[src/pkg/cpei_pkg.sv]
// constants shared by the clock and power event interrupt block
// Notes on behaviour
// - periodic counter clock is rc or oscillator
// - in stop, count only in pseudo-stop on oscillator
// - period end sets flag, next period starts
// - periodic request only while its enable set
// - rate register write restarts the period
// - any lock change sets the lock flag
// - lock flag cleared only by writing one
// - lock request gated by enable, flag still set
// - oscillator-up zero when disabled, follows lock
// - any oscillator-up change sets its flag
// - lock loss or pll change drops oscillator-up
// - oscillator request only while its enable set
// - low-voltage status follows monitor in full performance
// - low-voltage change sets flag, enable gates request
// - high-temp status follows monitor in full performance
// - high-temp change sets flag, enable gates request
// - auto timer runs when enabled, selected clock
// - auto timer setup writes ignored while enabled
// - auto period end sets flag and restarts
// - wave pin driven when enabled and pin enabled
package cpei_pkg;

  localparam int unsigned NUM_FLAGS     = 6;
  localparam int unsigned FLAG_PERIODIC = 0;
  localparam int unsigned FLAG_LOCK     = 1;
  localparam int unsigned FLAG_OSC      = 2;
  localparam int unsigned FLAG_LOW_V    = 3;
  localparam int unsigned FLAG_HIGH_T   = 4;
  localparam int unsigned FLAG_AUTO     = 5;

  localparam int unsigned NUM_SYNC    = 7;
  localparam int unsigned NUM_CLK     = 3;
  localparam int unsigned SYNC_IRC    = 0;
  localparam int unsigned SYNC_OSC    = 1;
  localparam int unsigned SYNC_ACLK   = 2;
  localparam int unsigned SYNC_LOCK   = 3;
  localparam int unsigned SYNC_OSC_OK = 4;
  localparam int unsigned SYNC_LOW_V  = 5;
  localparam int unsigned SYNC_HIGH_T = 6;

  localparam int unsigned RTI_RATE_W   = 8;
  localparam int unsigned API_PERIOD_W = 16;

  localparam logic [7:0]  RTI_RATE_RST    = 8'h00;
  localparam logic [15:0] API_PERIOD_RST  = 16'h0000;
  localparam logic        API_CLK_SEL_RST = 1'h0;
  localparam logic [5:0]  FLAGS_RST       = 6'h00;

  localparam logic API_CLK_BUS = 1'h1;
  localparam logic RTI_SRC_OSC = 1'h1;

endpackage

[src/rtl/cpei_sync.sv]
// three-stage level synchroniser with agreement filter
`timescale 1ns/1ps
`default_nettype none
module cpei_sync #(
  parameter int unsigned W = 1
) (
  input  wire logic         clk_i,   // bus clock
  input  wire logic         rst_i,   // synchronous reset, high
  input  wire logic [W-1:0] async_i, // levels from outside the domain
  output logic      [W-1:0] level_o  // filtered level
);

  typedef struct packed {
    logic [W-1:0] s1;
    logic [W-1:0] s2;
    logic [W-1:0] s3;
    logic [W-1:0] lvl;
  } cpei_sync_state_t;

  cpei_sync_state_t cur;
  cpei_sync_state_t next_cur;

  always_comb begin
    next_cur    = cur;
    next_cur.s1 = async_i;
    next_cur.s2 = cur.s1;
    next_cur.s3 = cur.s2;
    // s1 feeds only s2; a bit moves once s2 and s3 agree
    next_cur.lvl = (~(cur.s2 ^ cur.s3) & cur.s3) | ((cur.s2 ^ cur.s3) & cur.lvl);
  end

  always_ff @(posedge clk_i) begin
    if (rst_i) begin
      cur <= '0;
    end else begin
      cur <= next_cur;
    end
  end

  assign level_o = cur.lvl;

endmodule
`default_nettype wire

[src/rtl/cpei_top.sv]
// event flags, timers and interrupt requests of the clock and power unit
`timescale 1ns/1ps
`default_nettype none
module cpei_top
  import cpei_pkg::*;
#(
  parameter int unsigned RATE_W   = RTI_RATE_W,
  parameter int unsigned PERIOD_W = API_PERIOD_W
) (
  input  wire logic                 CLK_I,                      // bus clock
  input  wire logic                 RST_I,                      // sync reset, high

  input  wire logic                 IRC_CLOCK_I,                // internal rc clock
  input  wire logic                 OSC_CLOCK_I,                // oscillator clock
  input  wire logic                 AUTO_CLOCK_I,               // autonomous clock
  input  wire logic                 LOCK_I,                     // pll lock detector
  input  wire logic                 OSC_QUALIFIED_I,            // oscillator good detector
  input  wire logic                 LOW_VOLTAGE_MON_I,          // supply monitor, 1 = low
  input  wire logic                 HIGH_TEMP_MON_I,            // temp monitor, 1 = hot

  input  wire logic                 STOP_MODE_I,                // stop mode active
  input  wire logic                 PSEUDO_STOP_SELECT_I,       // stop is pseudo-stop
  input  wire logic                 PSEUDO_STOP_ENABLE_I,       // keep counter in pseudo-stop
  input  wire logic                 FULL_STOP_MODE_I,           // full stop active
  input  wire logic                 FULL_PERFORMANCE_MODE_I,    // monitors valid
  input  wire logic                 BUS_CLOCK_STOPPED_I,        // bus clock gated off

  input  wire logic                 RTI_CLOCK_SELECT_I,         // 1 = oscillator
  input  wire logic                 PERIODIC_RATE_WR_I,         // rate write strobe
  input  wire logic [RATE_W-1:0]    PERIODIC_RATE_I,            // rate write data
  input  wire logic                 OSCILLATOR_ENABLE_I,        // oscillator enable
  input  wire logic                 PLL_CONFIG_WR_I,            // pll setup changed

  input  wire logic                 AUTO_TIMER_ENABLE_I,        // auto timer run
  input  wire logic                 AUTO_TIMER_CFG_WR_I,        // setup write strobe
  input  wire logic                 AUTO_TIMER_CLOCK_SELECT_I,  // 1 = bus clock
  input  wire logic [PERIOD_W-1:0]  AUTO_TIMER_PERIOD_I,        // period write data
  input  wire logic                 AUTO_TIMER_PIN_ENABLE_I,    // wave pin access

  input  wire logic                 PERIODIC_IRQ_ENABLE_I,      // enable
  input  wire logic                 LOCK_IRQ_ENABLE_I,          // enable
  input  wire logic                 OSCILLATOR_IRQ_ENABLE_I,    // enable
  input  wire logic                 LOW_VOLTAGE_IRQ_ENABLE_I,   // enable
  input  wire logic                 HIGH_TEMP_IRQ_ENABLE_I,     // enable
  input  wire logic                 AUTO_TIMER_IRQ_ENABLE_I,    // enable
  input  wire logic [NUM_FLAGS-1:0] FLAG_CLEAR_I,               // write-one-to-clear pulse

  output logic      [RATE_W-1:0]    PERIODIC_RATE_REG_O,        // stored rate
  output logic                      AUTO_TIMER_CLOCK_SELECT_O,  // stored clock select
  output logic      [PERIOD_W-1:0]  AUTO_TIMER_PERIOD_O,        // stored period
  output logic                      LOCK_STATUS_O,              // lock level
  output logic                      OSCILLATOR_UP_STATUS_O,     // oscillator up
  output logic                      LOW_VOLTAGE_STATUS_O,       // low voltage status
  output logic                      HIGH_TEMP_STATUS_O,         // high temp status
  output logic      [NUM_FLAGS-1:0] FLAGS_O,                    // sticky flags
  output logic                      PERIODIC_IRQ_O,             // request
  output logic                      LOCK_IRQ_O,                 // request
  output logic                      OSCILLATOR_IRQ_O,           // request
  output logic                      LOW_VOLTAGE_IRQ_O,          // request
  output logic                      HIGH_TEMP_IRQ_O,            // request
  output logic                      AUTO_TIMER_IRQ_O,           // request
  output logic                      AUTO_TIMER_WAVE_PIN_O       // timer waveform
);

  typedef struct packed {
    logic [NUM_CLK-1:0]   clk_prev;
    logic [RATE_W-1:0]    rate;
    logic [RATE_W-1:0]    rti_cnt;
    logic                 api_sel;
    logic [PERIOD_W-1:0]  api_period;
    logic [PERIOD_W-1:0]  api_cnt;
    logic                 wave;
    logic                 wave_pin;
    logic                 lock;
    logic                 wait_lock;
    logic                 osc_up;
    logic                 low_v;
    logic                 high_t;
    logic [NUM_FLAGS-1:0] flags;
    logic [NUM_FLAGS-1:0] irq;
  } cpei_state_t;

  cpei_state_t          cur;
  cpei_state_t          next_cur;

  logic [NUM_SYNC-1:0]  raw_in;
  logic [NUM_SYNC-1:0]  sync_lvl;
  logic [NUM_CLK-1:0]   clk_rise;
  logic [NUM_FLAGS-1:0] set_ev;
  logic [NUM_FLAGS-1:0] irq_en;
  logic                 rti_tick;
  logic                 rti_run;
  logic                 api_tick;

  always_comb begin
    raw_in              = '0;
    raw_in[SYNC_IRC]    = IRC_CLOCK_I;
    raw_in[SYNC_OSC]    = OSC_CLOCK_I;
    raw_in[SYNC_ACLK]   = AUTO_CLOCK_I;
    raw_in[SYNC_LOCK]   = LOCK_I;
    raw_in[SYNC_OSC_OK] = OSC_QUALIFIED_I;
    raw_in[SYNC_LOW_V]  = LOW_VOLTAGE_MON_I;
    raw_in[SYNC_HIGH_T] = HIGH_TEMP_MON_I;
  end

  // timer clocks are sampled too, so they must stay well below half the bus rate
  cpei_sync #(
    .W (NUM_SYNC)
  ) u_sync (
    .clk_i   (CLK_I),
    .rst_i   (RST_I),
    .async_i (raw_in),
    .level_o (sync_lvl)
  );

  always_comb begin
    irq_en                = '0;
    irq_en[FLAG_PERIODIC] = PERIODIC_IRQ_ENABLE_I;
    irq_en[FLAG_LOCK]     = LOCK_IRQ_ENABLE_I;
    irq_en[FLAG_OSC]      = OSCILLATOR_IRQ_ENABLE_I;
    irq_en[FLAG_LOW_V]    = LOW_VOLTAGE_IRQ_ENABLE_I;
    irq_en[FLAG_HIGH_T]   = HIGH_TEMP_IRQ_ENABLE_I;
    irq_en[FLAG_AUTO]     = AUTO_TIMER_IRQ_ENABLE_I;
  end

  always_comb begin
    next_cur = cur;
    set_ev   = '0;

    // edges only from filtered levels
    clk_rise          = sync_lvl[NUM_CLK-1:0] & ~cur.clk_prev;
    next_cur.clk_prev = sync_lvl[NUM_CLK-1:0];

    // periodic timer
    rti_tick = (RTI_CLOCK_SELECT_I == RTI_SRC_OSC) ? clk_rise[SYNC_OSC]
                                                   : clk_rise[SYNC_IRC];
    rti_run  = ~STOP_MODE_I
             | (PSEUDO_STOP_SELECT_I & (RTI_CLOCK_SELECT_I == RTI_SRC_OSC)
                & PSEUDO_STOP_ENABLE_I);

    if (PERIODIC_RATE_WR_I) begin
      next_cur.rate    = PERIODIC_RATE_I;
      next_cur.rti_cnt = '0;
    end else if ((cur.rate != '0) && rti_run && rti_tick) begin
      // rate zero leaves the counter parked
      if (cur.rti_cnt == RATE_W'(cur.rate - 1'b1)) begin
        next_cur.rti_cnt       = '0;
        set_ev[FLAG_PERIODIC] = 1'b1;
      end else begin
        next_cur.rti_cnt = RATE_W'(cur.rti_cnt + 1'b1);
      end
    end

    // lock change in either direction
    next_cur.lock = sync_lvl[SYNC_LOCK];
    if (next_cur.lock != cur.lock) begin
      set_ev[FLAG_LOCK] = 1'b1;
    end

    // a pll change holds the oscillator down until lock rises again;
    // relies on the lock detector really dropping after such a change
    if (PLL_CONFIG_WR_I) begin
      next_cur.wait_lock = 1'b1;
    end else if (next_cur.lock && !cur.lock) begin
      next_cur.wait_lock = 1'b0;
    end

    // uses the registered lock, so it comes up a cycle after lock
    next_cur.osc_up = OSCILLATOR_ENABLE_I
                    & ~FULL_STOP_MODE_I
                    & cur.lock
                    & next_cur.lock
                    & sync_lvl[SYNC_OSC_OK]
                    & ~cur.wait_lock
                    & ~PLL_CONFIG_WR_I;
    if (next_cur.osc_up != cur.osc_up) begin
      set_ev[FLAG_OSC] = 1'b1;
    end

    // monitors are only trusted in full performance mode
    if (FULL_PERFORMANCE_MODE_I) begin
      next_cur.low_v  = sync_lvl[SYNC_LOW_V];
      next_cur.high_t = sync_lvl[SYNC_HIGH_T];
    end
    if (next_cur.low_v != cur.low_v) begin
      set_ev[FLAG_LOW_V] = 1'b1;
    end
    if (next_cur.high_t != cur.high_t) begin
      set_ev[FLAG_HIGH_T] = 1'b1;
    end

    // auto timer setup only while stopped
    if (AUTO_TIMER_CFG_WR_I && !AUTO_TIMER_ENABLE_I) begin
      next_cur.api_sel    = AUTO_TIMER_CLOCK_SELECT_I;
      next_cur.api_period = AUTO_TIMER_PERIOD_I;
    end

    api_tick = (cur.api_sel == API_CLK_BUS) ? ~BUS_CLOCK_STOPPED_I
                                            : clk_rise[SYNC_ACLK];

    if (!AUTO_TIMER_ENABLE_I) begin
      // disabled timer restarts from zero when enabled again
      next_cur.api_cnt = '0;
      next_cur.wave    = 1'b0;
    end else if (api_tick) begin
      if (cur.api_cnt == cur.api_period) begin
        next_cur.api_cnt  = '0;
        next_cur.wave     = ~cur.wave;
        set_ev[FLAG_AUTO] = 1'b1;
      end else begin
        next_cur.api_cnt = PERIOD_W'(cur.api_cnt + 1'b1);
      end
    end

    next_cur.wave_pin = AUTO_TIMER_ENABLE_I & AUTO_TIMER_PIN_ENABLE_I
                      & next_cur.wave;

    // set beats a clear arriving in the same cycle
    next_cur.flags = (cur.flags & ~FLAG_CLEAR_I) | set_ev;
    next_cur.irq   = next_cur.flags & irq_en;
  end

  always_ff @(posedge CLK_I) begin
    if (RST_I) begin
      cur            <= '0;
      cur.rate       <= RATE_W'(RTI_RATE_RST);
      cur.api_period <= PERIOD_W'(API_PERIOD_RST);
      cur.api_sel    <= API_CLK_SEL_RST;
      cur.flags      <= FLAGS_RST;
    end else begin
      cur <= next_cur;
    end
  end

  assign PERIODIC_RATE_REG_O       = cur.rate;
  assign AUTO_TIMER_CLOCK_SELECT_O = cur.api_sel;
  assign AUTO_TIMER_PERIOD_O       = cur.api_period;
  assign LOCK_STATUS_O             = cur.lock;
  assign OSCILLATOR_UP_STATUS_O    = cur.osc_up;
  assign LOW_VOLTAGE_STATUS_O      = cur.low_v;
  assign HIGH_TEMP_STATUS_O        = cur.high_t;
  assign FLAGS_O                   = cur.flags;
  assign PERIODIC_IRQ_O            = cur.irq[FLAG_PERIODIC];
  assign LOCK_IRQ_O                = cur.irq[FLAG_LOCK];
  assign OSCILLATOR_IRQ_O          = cur.irq[FLAG_OSC];
  assign LOW_VOLTAGE_IRQ_O         = cur.irq[FLAG_LOW_V];
  assign HIGH_TEMP_IRQ_O           = cur.irq[FLAG_HIGH_T];
  assign AUTO_TIMER_IRQ_O          = cur.irq[FLAG_AUTO];
  assign AUTO_TIMER_WAVE_PIN_O     = cur.wave_pin;

endmodule
`default_nettype wire

[config.mk]
export PLATFORM = sky130hd
export DESIGN_NAME = cpei_top
export DESIGN_NICKNAME = d
export VERILOG_FILES = /design/src/pkg/cpei_pkg.sv /design/src/rtl/cpei_sync.sv /design/src/rtl/cpei_top.sv
export SDC_FILE = /design/constraint.sdc
export NUM_CORES = 1
export LEC_CHECK = 0
export BUFFER_PORTS_ARGS = -buffer_cell sky130_fd_sc_hd__buf_4
export CORE_ASPECT_RATIO = 0.6
export CORE_MARGIN = 2
export CORE_UTILIZATION = 35
export DETAILED_ROUTE_END_ITERATION = 7
export GPL_TIMING_DRIVEN = 0
export HOLD_SLACK_MARGIN = 0.06
export RECOVER_POWER = 25
export SETUP_SLACK_MARGIN = 0.4
export SLEW_MARGIN = 25
export SYNTH_ARGS = -nofsm -noshare
export SYNTH_HDL_FRONTEND = slang
export SYNTH_HIERARCHICAL = 1
export SYNTH_SLANG_ARGS = --single-unit
[constraint.sdc]
create_clock -name CLK_I -period 2.5 [get_ports CLK_I]
set_input_delay 0.125 -clock CLK_I [delete_from_list [all_inputs] [get_ports CLK_I]]
set_output_delay 0.125 -clock CLK_I [all_outputs]
set_load 0.03 [all_outputs]
==> impl_summary.txt <==
----------------------------------------------------
[Power]
  Max VDD drop ... about 0.28 mV
  Post-layout power ... 3.51 mW
  Power density normalized to cell area ... between 500 and 600 nW/µm²
  Leakage ... between 2 and 2.5 nW

[Critical path]
  Required time of the critical path ... between 2 and 3 ns
  Crit start category ... flop
  Slowest Stage Delay on Critical Path ... approximately 0.43 ns
  Critical path buffers and inverters ... 1
  CP Class ... reg2reg
  Crit Path Max Fanout ... 5
  CP Cell Sequence ... inv_4 -> ha_4 -> nor2b_1 -> or3_1 -> a31oi_2 -> nand4_1 -> o32a_1 -> nor3b_2
  Arrival time of the worst setup path ... around 2.4 ns
  Crit-path slowest cell ... sky130_fd_sc_hd__o32a_1
  CP delay by family, top ... simple AND/OR/NAND/NOR gates
  Crit. End Element ... flop

[Yosys]
  Distinct cell type count of the synthesized netlist ... 45
  EDFF count, synth ... 0
  Synthesized-area fraction occupied by ao, oa, aoi and oai cells ... about 6.8%
  Synthesis-stage register bit count ... 99
  Net Count, Synth ... about 530
  Fraction of synthesized area in multiplexers ... approximately 3.0%
  Mean instance size in the synthesized netlist ... roughly 9.3 µm²
  Synth Area in XOR/XNOR ... 10.4%
  Syn Inst Count ... roughly 470
  Register area share after synthesis ... 46.0%
  Area of the mapped netlist ... between 4000 and 5000 µm²
  Area share of and/or/nand/nor cells after synthesis ... between 20% and 30%
  Area share of fa/ha/maj cells after synthesis ... ~1.5%
  Top flip-flop cell by instance count after synthesis ... sky130_fd_sc_hd__dfxtp_1
  Yosys Warn Count ... 6
  Share of async-settable or async-resettable flops after synthesis ... 0%
  Combinational family with the most area after synthesis ... simple AND/OR/NAND/NOR gates

[Cells and area]
  Number of inserted filler cells in the final layout ... around 1,200
  Filler-free cell count of the finished design ... 791
  Most common cell after layout, fill and taps aside ... sky130_fd_sc_hd__buf_4
  Post-layout utilization of the core ... between 50% and 60%
  Post-route design area ... slightly above 6000 µm²
  Most used cells in the layout excluding fill and tap cells ... sky130_fd_sc_hd__buf_4 (133), sky130_fd_sc_hd__dfxtp_1 (96), sky130_fd_sc_hd__nand2_1 (50)
  ANT cells ... 0
  # nets final ... slightly below 700
  Synth-to-layout area growth ... 40.3%
  Fraction of layout instances using a drive strength above 1 ... between 20% and 30%

[STA]
  Final number of setup-violating endpoints ... 0
  Setup tns final ... 0 ns
  Count of final max-slew check failures ... 0
  Max transition margin ... 39.7%
  Portion of the clock cycle consumed by the worst path in the final layout ... between 80 and 90%
  Unrepaired setup endpoints after global routing ... yes
  Final Worst Setup Slack ... between 0.3 and 0.4 ns
  Number of endpoints with negative hold slack in the final report ... 0
  Final critical delay including setup and external delays ... roughly 2.1 ns
  Max Clock Skew ... between 0.006 and 0.007 ns
  Worst slack on hold paths ... between 0.07 and 0.08 ns
  Slew of the pin with the lowest slew margin ... 0.904 ns
  Maximum frequency from static timing analysis ... approximately 470 MHz

[Global route]
  Wire length of the first global-routing pass ... 16.7 mm
  Largest net degree at the start of global routing ... 16
  Number of antenna violations at the first check in global routing ... 0
  Remaining global-route overflow ... 0
  All-Layer GR Usage ... about 16%
  Number of global-route vias before repair ... 3,410

[Die]
  Count of boundary I/O pins ... slightly above 100
  Std-Cell Core Area ... 12,000 µm²
  Overall die height ... approximately 90 µm
  Total Die Area ... 13,200 µm²
  Chip Width ... between 100 and 150 µm
  Initial core utilization ... 35.8%
  Number of standard-cell rows in the floorplan ... 31

[Routing]
  Average routed wire per standard cell ... approximately 13 µm
  First-pass iteration count of the detailed router ... 4
  Count of nets left with antenna violations after detail routing ... 0
  Violation count after the first detailed-route iteration ... 158
  Detailed-route vias per instance ... ~4.5
  Residual DRC count ... 0
  Routed wire length ... 10.3 mm
  Overall via count from detail_route ... 3,522

[Placed design]
  Place WS ... -0.0208 ns
  Cell area reported after detailed placement ... 5250 µm²
  Count of buffers from port buffering ... about 100
  Post-DP HPWL ... 7.50 mm
  Weighted congestion at the end of routability-driven global placement ... around 0.78
  Instance count after placement with tap cells included ... about 730

[Clocking]
  Number of buffers on the longest clock path ... 2
  # clock sinks ... 99
  Clock transition at the registers of the reported paths ... ~0.07 ns
  Clock tree from TritonCTS ... built
  CTS buffer count ... 9
  Number of H-tree levels ... 3
  Clock insertion delay at the later pin of the skew report ... approximately 0.34 ns
  Clock Tree Root ... sky130_fd_sc_hd__clkbuf_16

[Outcome]
  Run status ... completed

[Worst hold path]
  Worst hold path class ... in2reg

[Job]
  Max-cap violations ... 0

----------------------------------------------------
==> worst paths after layout <==
kind | start | to | slack, ns | depth (start not counted)
setup / recovery | PERIODIC_RATE_REG_O[1]$_SDFFE_PP0P_ | PERIODIC_IRQ_O$_SDFF_PP0_ | 0.39 | 8
hold / removal | FULL_PERFORMANCE_MODE_I | HIGH_TEMP_STATUS_O$_SDFF_PP0_ | 0.07 | 3
setup reg to reg | PERIODIC_RATE_REG_O[1]$_SDFFE_PP0P_ | PERIODIC_IRQ_O$_SDFF_PP0_ | 0.39 | 8
hold reg to reg | u_sync/cur[27]$_SDFF_PP0_ | u_sync/cur[20]$_SDFF_PP0_ | 0.44 | 1
==> Yosys cell counts (2+ instances only) <==
library cell                n  area share [%]
sky130_fd_sc_hd__dfxtp_1   99              46
sky130_fd_sc_hd__nand2_1   50             4.4
sky130_fd_sc_hd__nor2_1    47             4.1
sky130_fd_sc_hd__xnor2_1   41             8.3
sky130_fd_sc_hd__buf_4     37             6.4
sky130_fd_sc_hd__a21oi_1   22             2.6
sky130_fd_sc_hd__nor2b_1   17             2.5
sky130_fd_sc_hd__mux2i_1   13             3.0
sky130_fd_sc_hd__clkbuf_1  11            0.96
sky130_fd_sc_hd__inv_1     11            0.96
sky130_fd_sc_hd__nand4_1   10             1.5
sky130_fd_sc_hd__xor2_1    10             2.0
sky130_fd_sc_hd__nor2b_2    9             1.8
sky130_fd_sc_hd__nor3_1     9             1.0
sky130_fd_sc_hd__nand3_1    8            0.93
sky130_fd_sc_hd__o21ai_0    8            0.93
sky130_fd_sc_hd__a21oi_2    7             1.4
sky130_fd_sc_hd__and3_1     7             1.0
sky130_fd_sc_hd__and2_1     5            0.73
sky130_fd_sc_hd__ha_1       5             1.5
sky130_fd_sc_hd__nor2b_4    4             1.3
sky130_fd_sc_hd__a31oi_1    3            0.44
sky130_fd_sc_hd__and2b_1    3            0.52
sky130_fd_sc_hd__nand2b_1   3            0.44
sky130_fd_sc_hd__buf_6      2            0.52
sky130_fd_sc_hd__nand3b_1   2            0.35
sky130_fd_sc_hd__nor3b_1    2            0.35
sky130_fd_sc_hd__nor4_1     2            0.29
sky130_fd_sc_hd__o21bai_1   2            0.35
==> flip-flops by register name, summed over array words and instances, names as in the netlist, named ones only <==
| name | cells |
|---|---|
| cur | 29 |
| u_sync/cur | 21 |
| AUTO_TIMER_PERIOD_O | 16 |
| PERIODIC_RATE_REG_O | 8 |
| FLAGS_O | 6 |
| AUTO_TIMER_CLOCK_SELECT_O | 1 |
| AUTO_TIMER_IRQ_O | 1 |
| AUTO_TIMER_WAVE_PIN_O | 1 |
| HIGH_TEMP_IRQ_O | 1 |
| HIGH_TEMP_STATUS_O | 1 |
| LOCK_IRQ_O | 1 |
| LOCK_STATUS_O | 1 |
| LOW_VOLTAGE_IRQ_O | 1 |
| LOW_VOLTAGE_STATUS_O | 1 |
| OSCILLATOR_IRQ_O | 1 |
| OSCILLATOR_UP_STATUS_O | 1 |
| PERIODIC_IRQ_O | 1 |
==> worst reg2reg max path: cells and delay by family (launching register included) <==
kind	cells	cell delay, ns
and+or+nand+nor	4	0.81
adders and majority gates	1	0.17
DFF	1	0.38
buffers and inverters	1	0.05
AOI/OAI and AO/OA	2	0.61
==> power by group <==
part | switching (mW) | leakage, nW | internal, mW
sequential | 0.0349 | 0.807 | 1.61
combinational | 0.190 | 1.50 | 0.231
clock | 0.586 | 0.155 | 0.854
total | 0.811 | 2.46 | 2.70
==> kinds of logic (layout without fill, tap and decap cells) <==
group | count (synthesis) | in the layout
AO/OA/AOI/OAI | 48 | 48
XOR/XNOR | 51 | 51
adder cells (fa/ha/maj) | 5 | 5
buffers and inverters | 63 | 224
flip-flops | 99 | 99
multiplexers | 13 | 13
AND/OR/NAND/NOR | 186 | 186
==> layer usage <==
| layer | track usage (%) | share of wire, % | vias to the layer above |
|---|---|---|---|
| li1 | - | - | 1796 |
| met1 | 22.8 | 51 | 1636 |
| met2 | 23.8 | 43 | 79 |
| met3 | 3.45 | 4.4 | 11 |
| met4 | 4.49 | 1.0 | 0 |
| met5 | 0 | 0 | - |
==> final cells by class <==
type | instances | area [µm²] | area share, %
Buffer | 52 | 340 | 5.63
Clock buffer | 12 | 267 | 4.41
Clock inverter | 4 | 47.5 | 0.787
Inverter | 11 | 43.8 | 0.725
Multi-Input combinational cell | 303 | 1980 | 32.7
Sequential cell | 99 | 1990 | 32.9
Tap cell | 165 | 206 | 3.42
Timing Repair Buffer | 145 | 1170 | 19.4
==> what timing repair did <==
item,4_1_cts,5_1_grt
endpoints found under the setup margin,27,21
setup buffers,2,3
pin swaps,5,6
resized for setup,8,14
endpoints found under the hold margin,43,0
hold buffers,42,0
(Power assumes the default switching activity.)
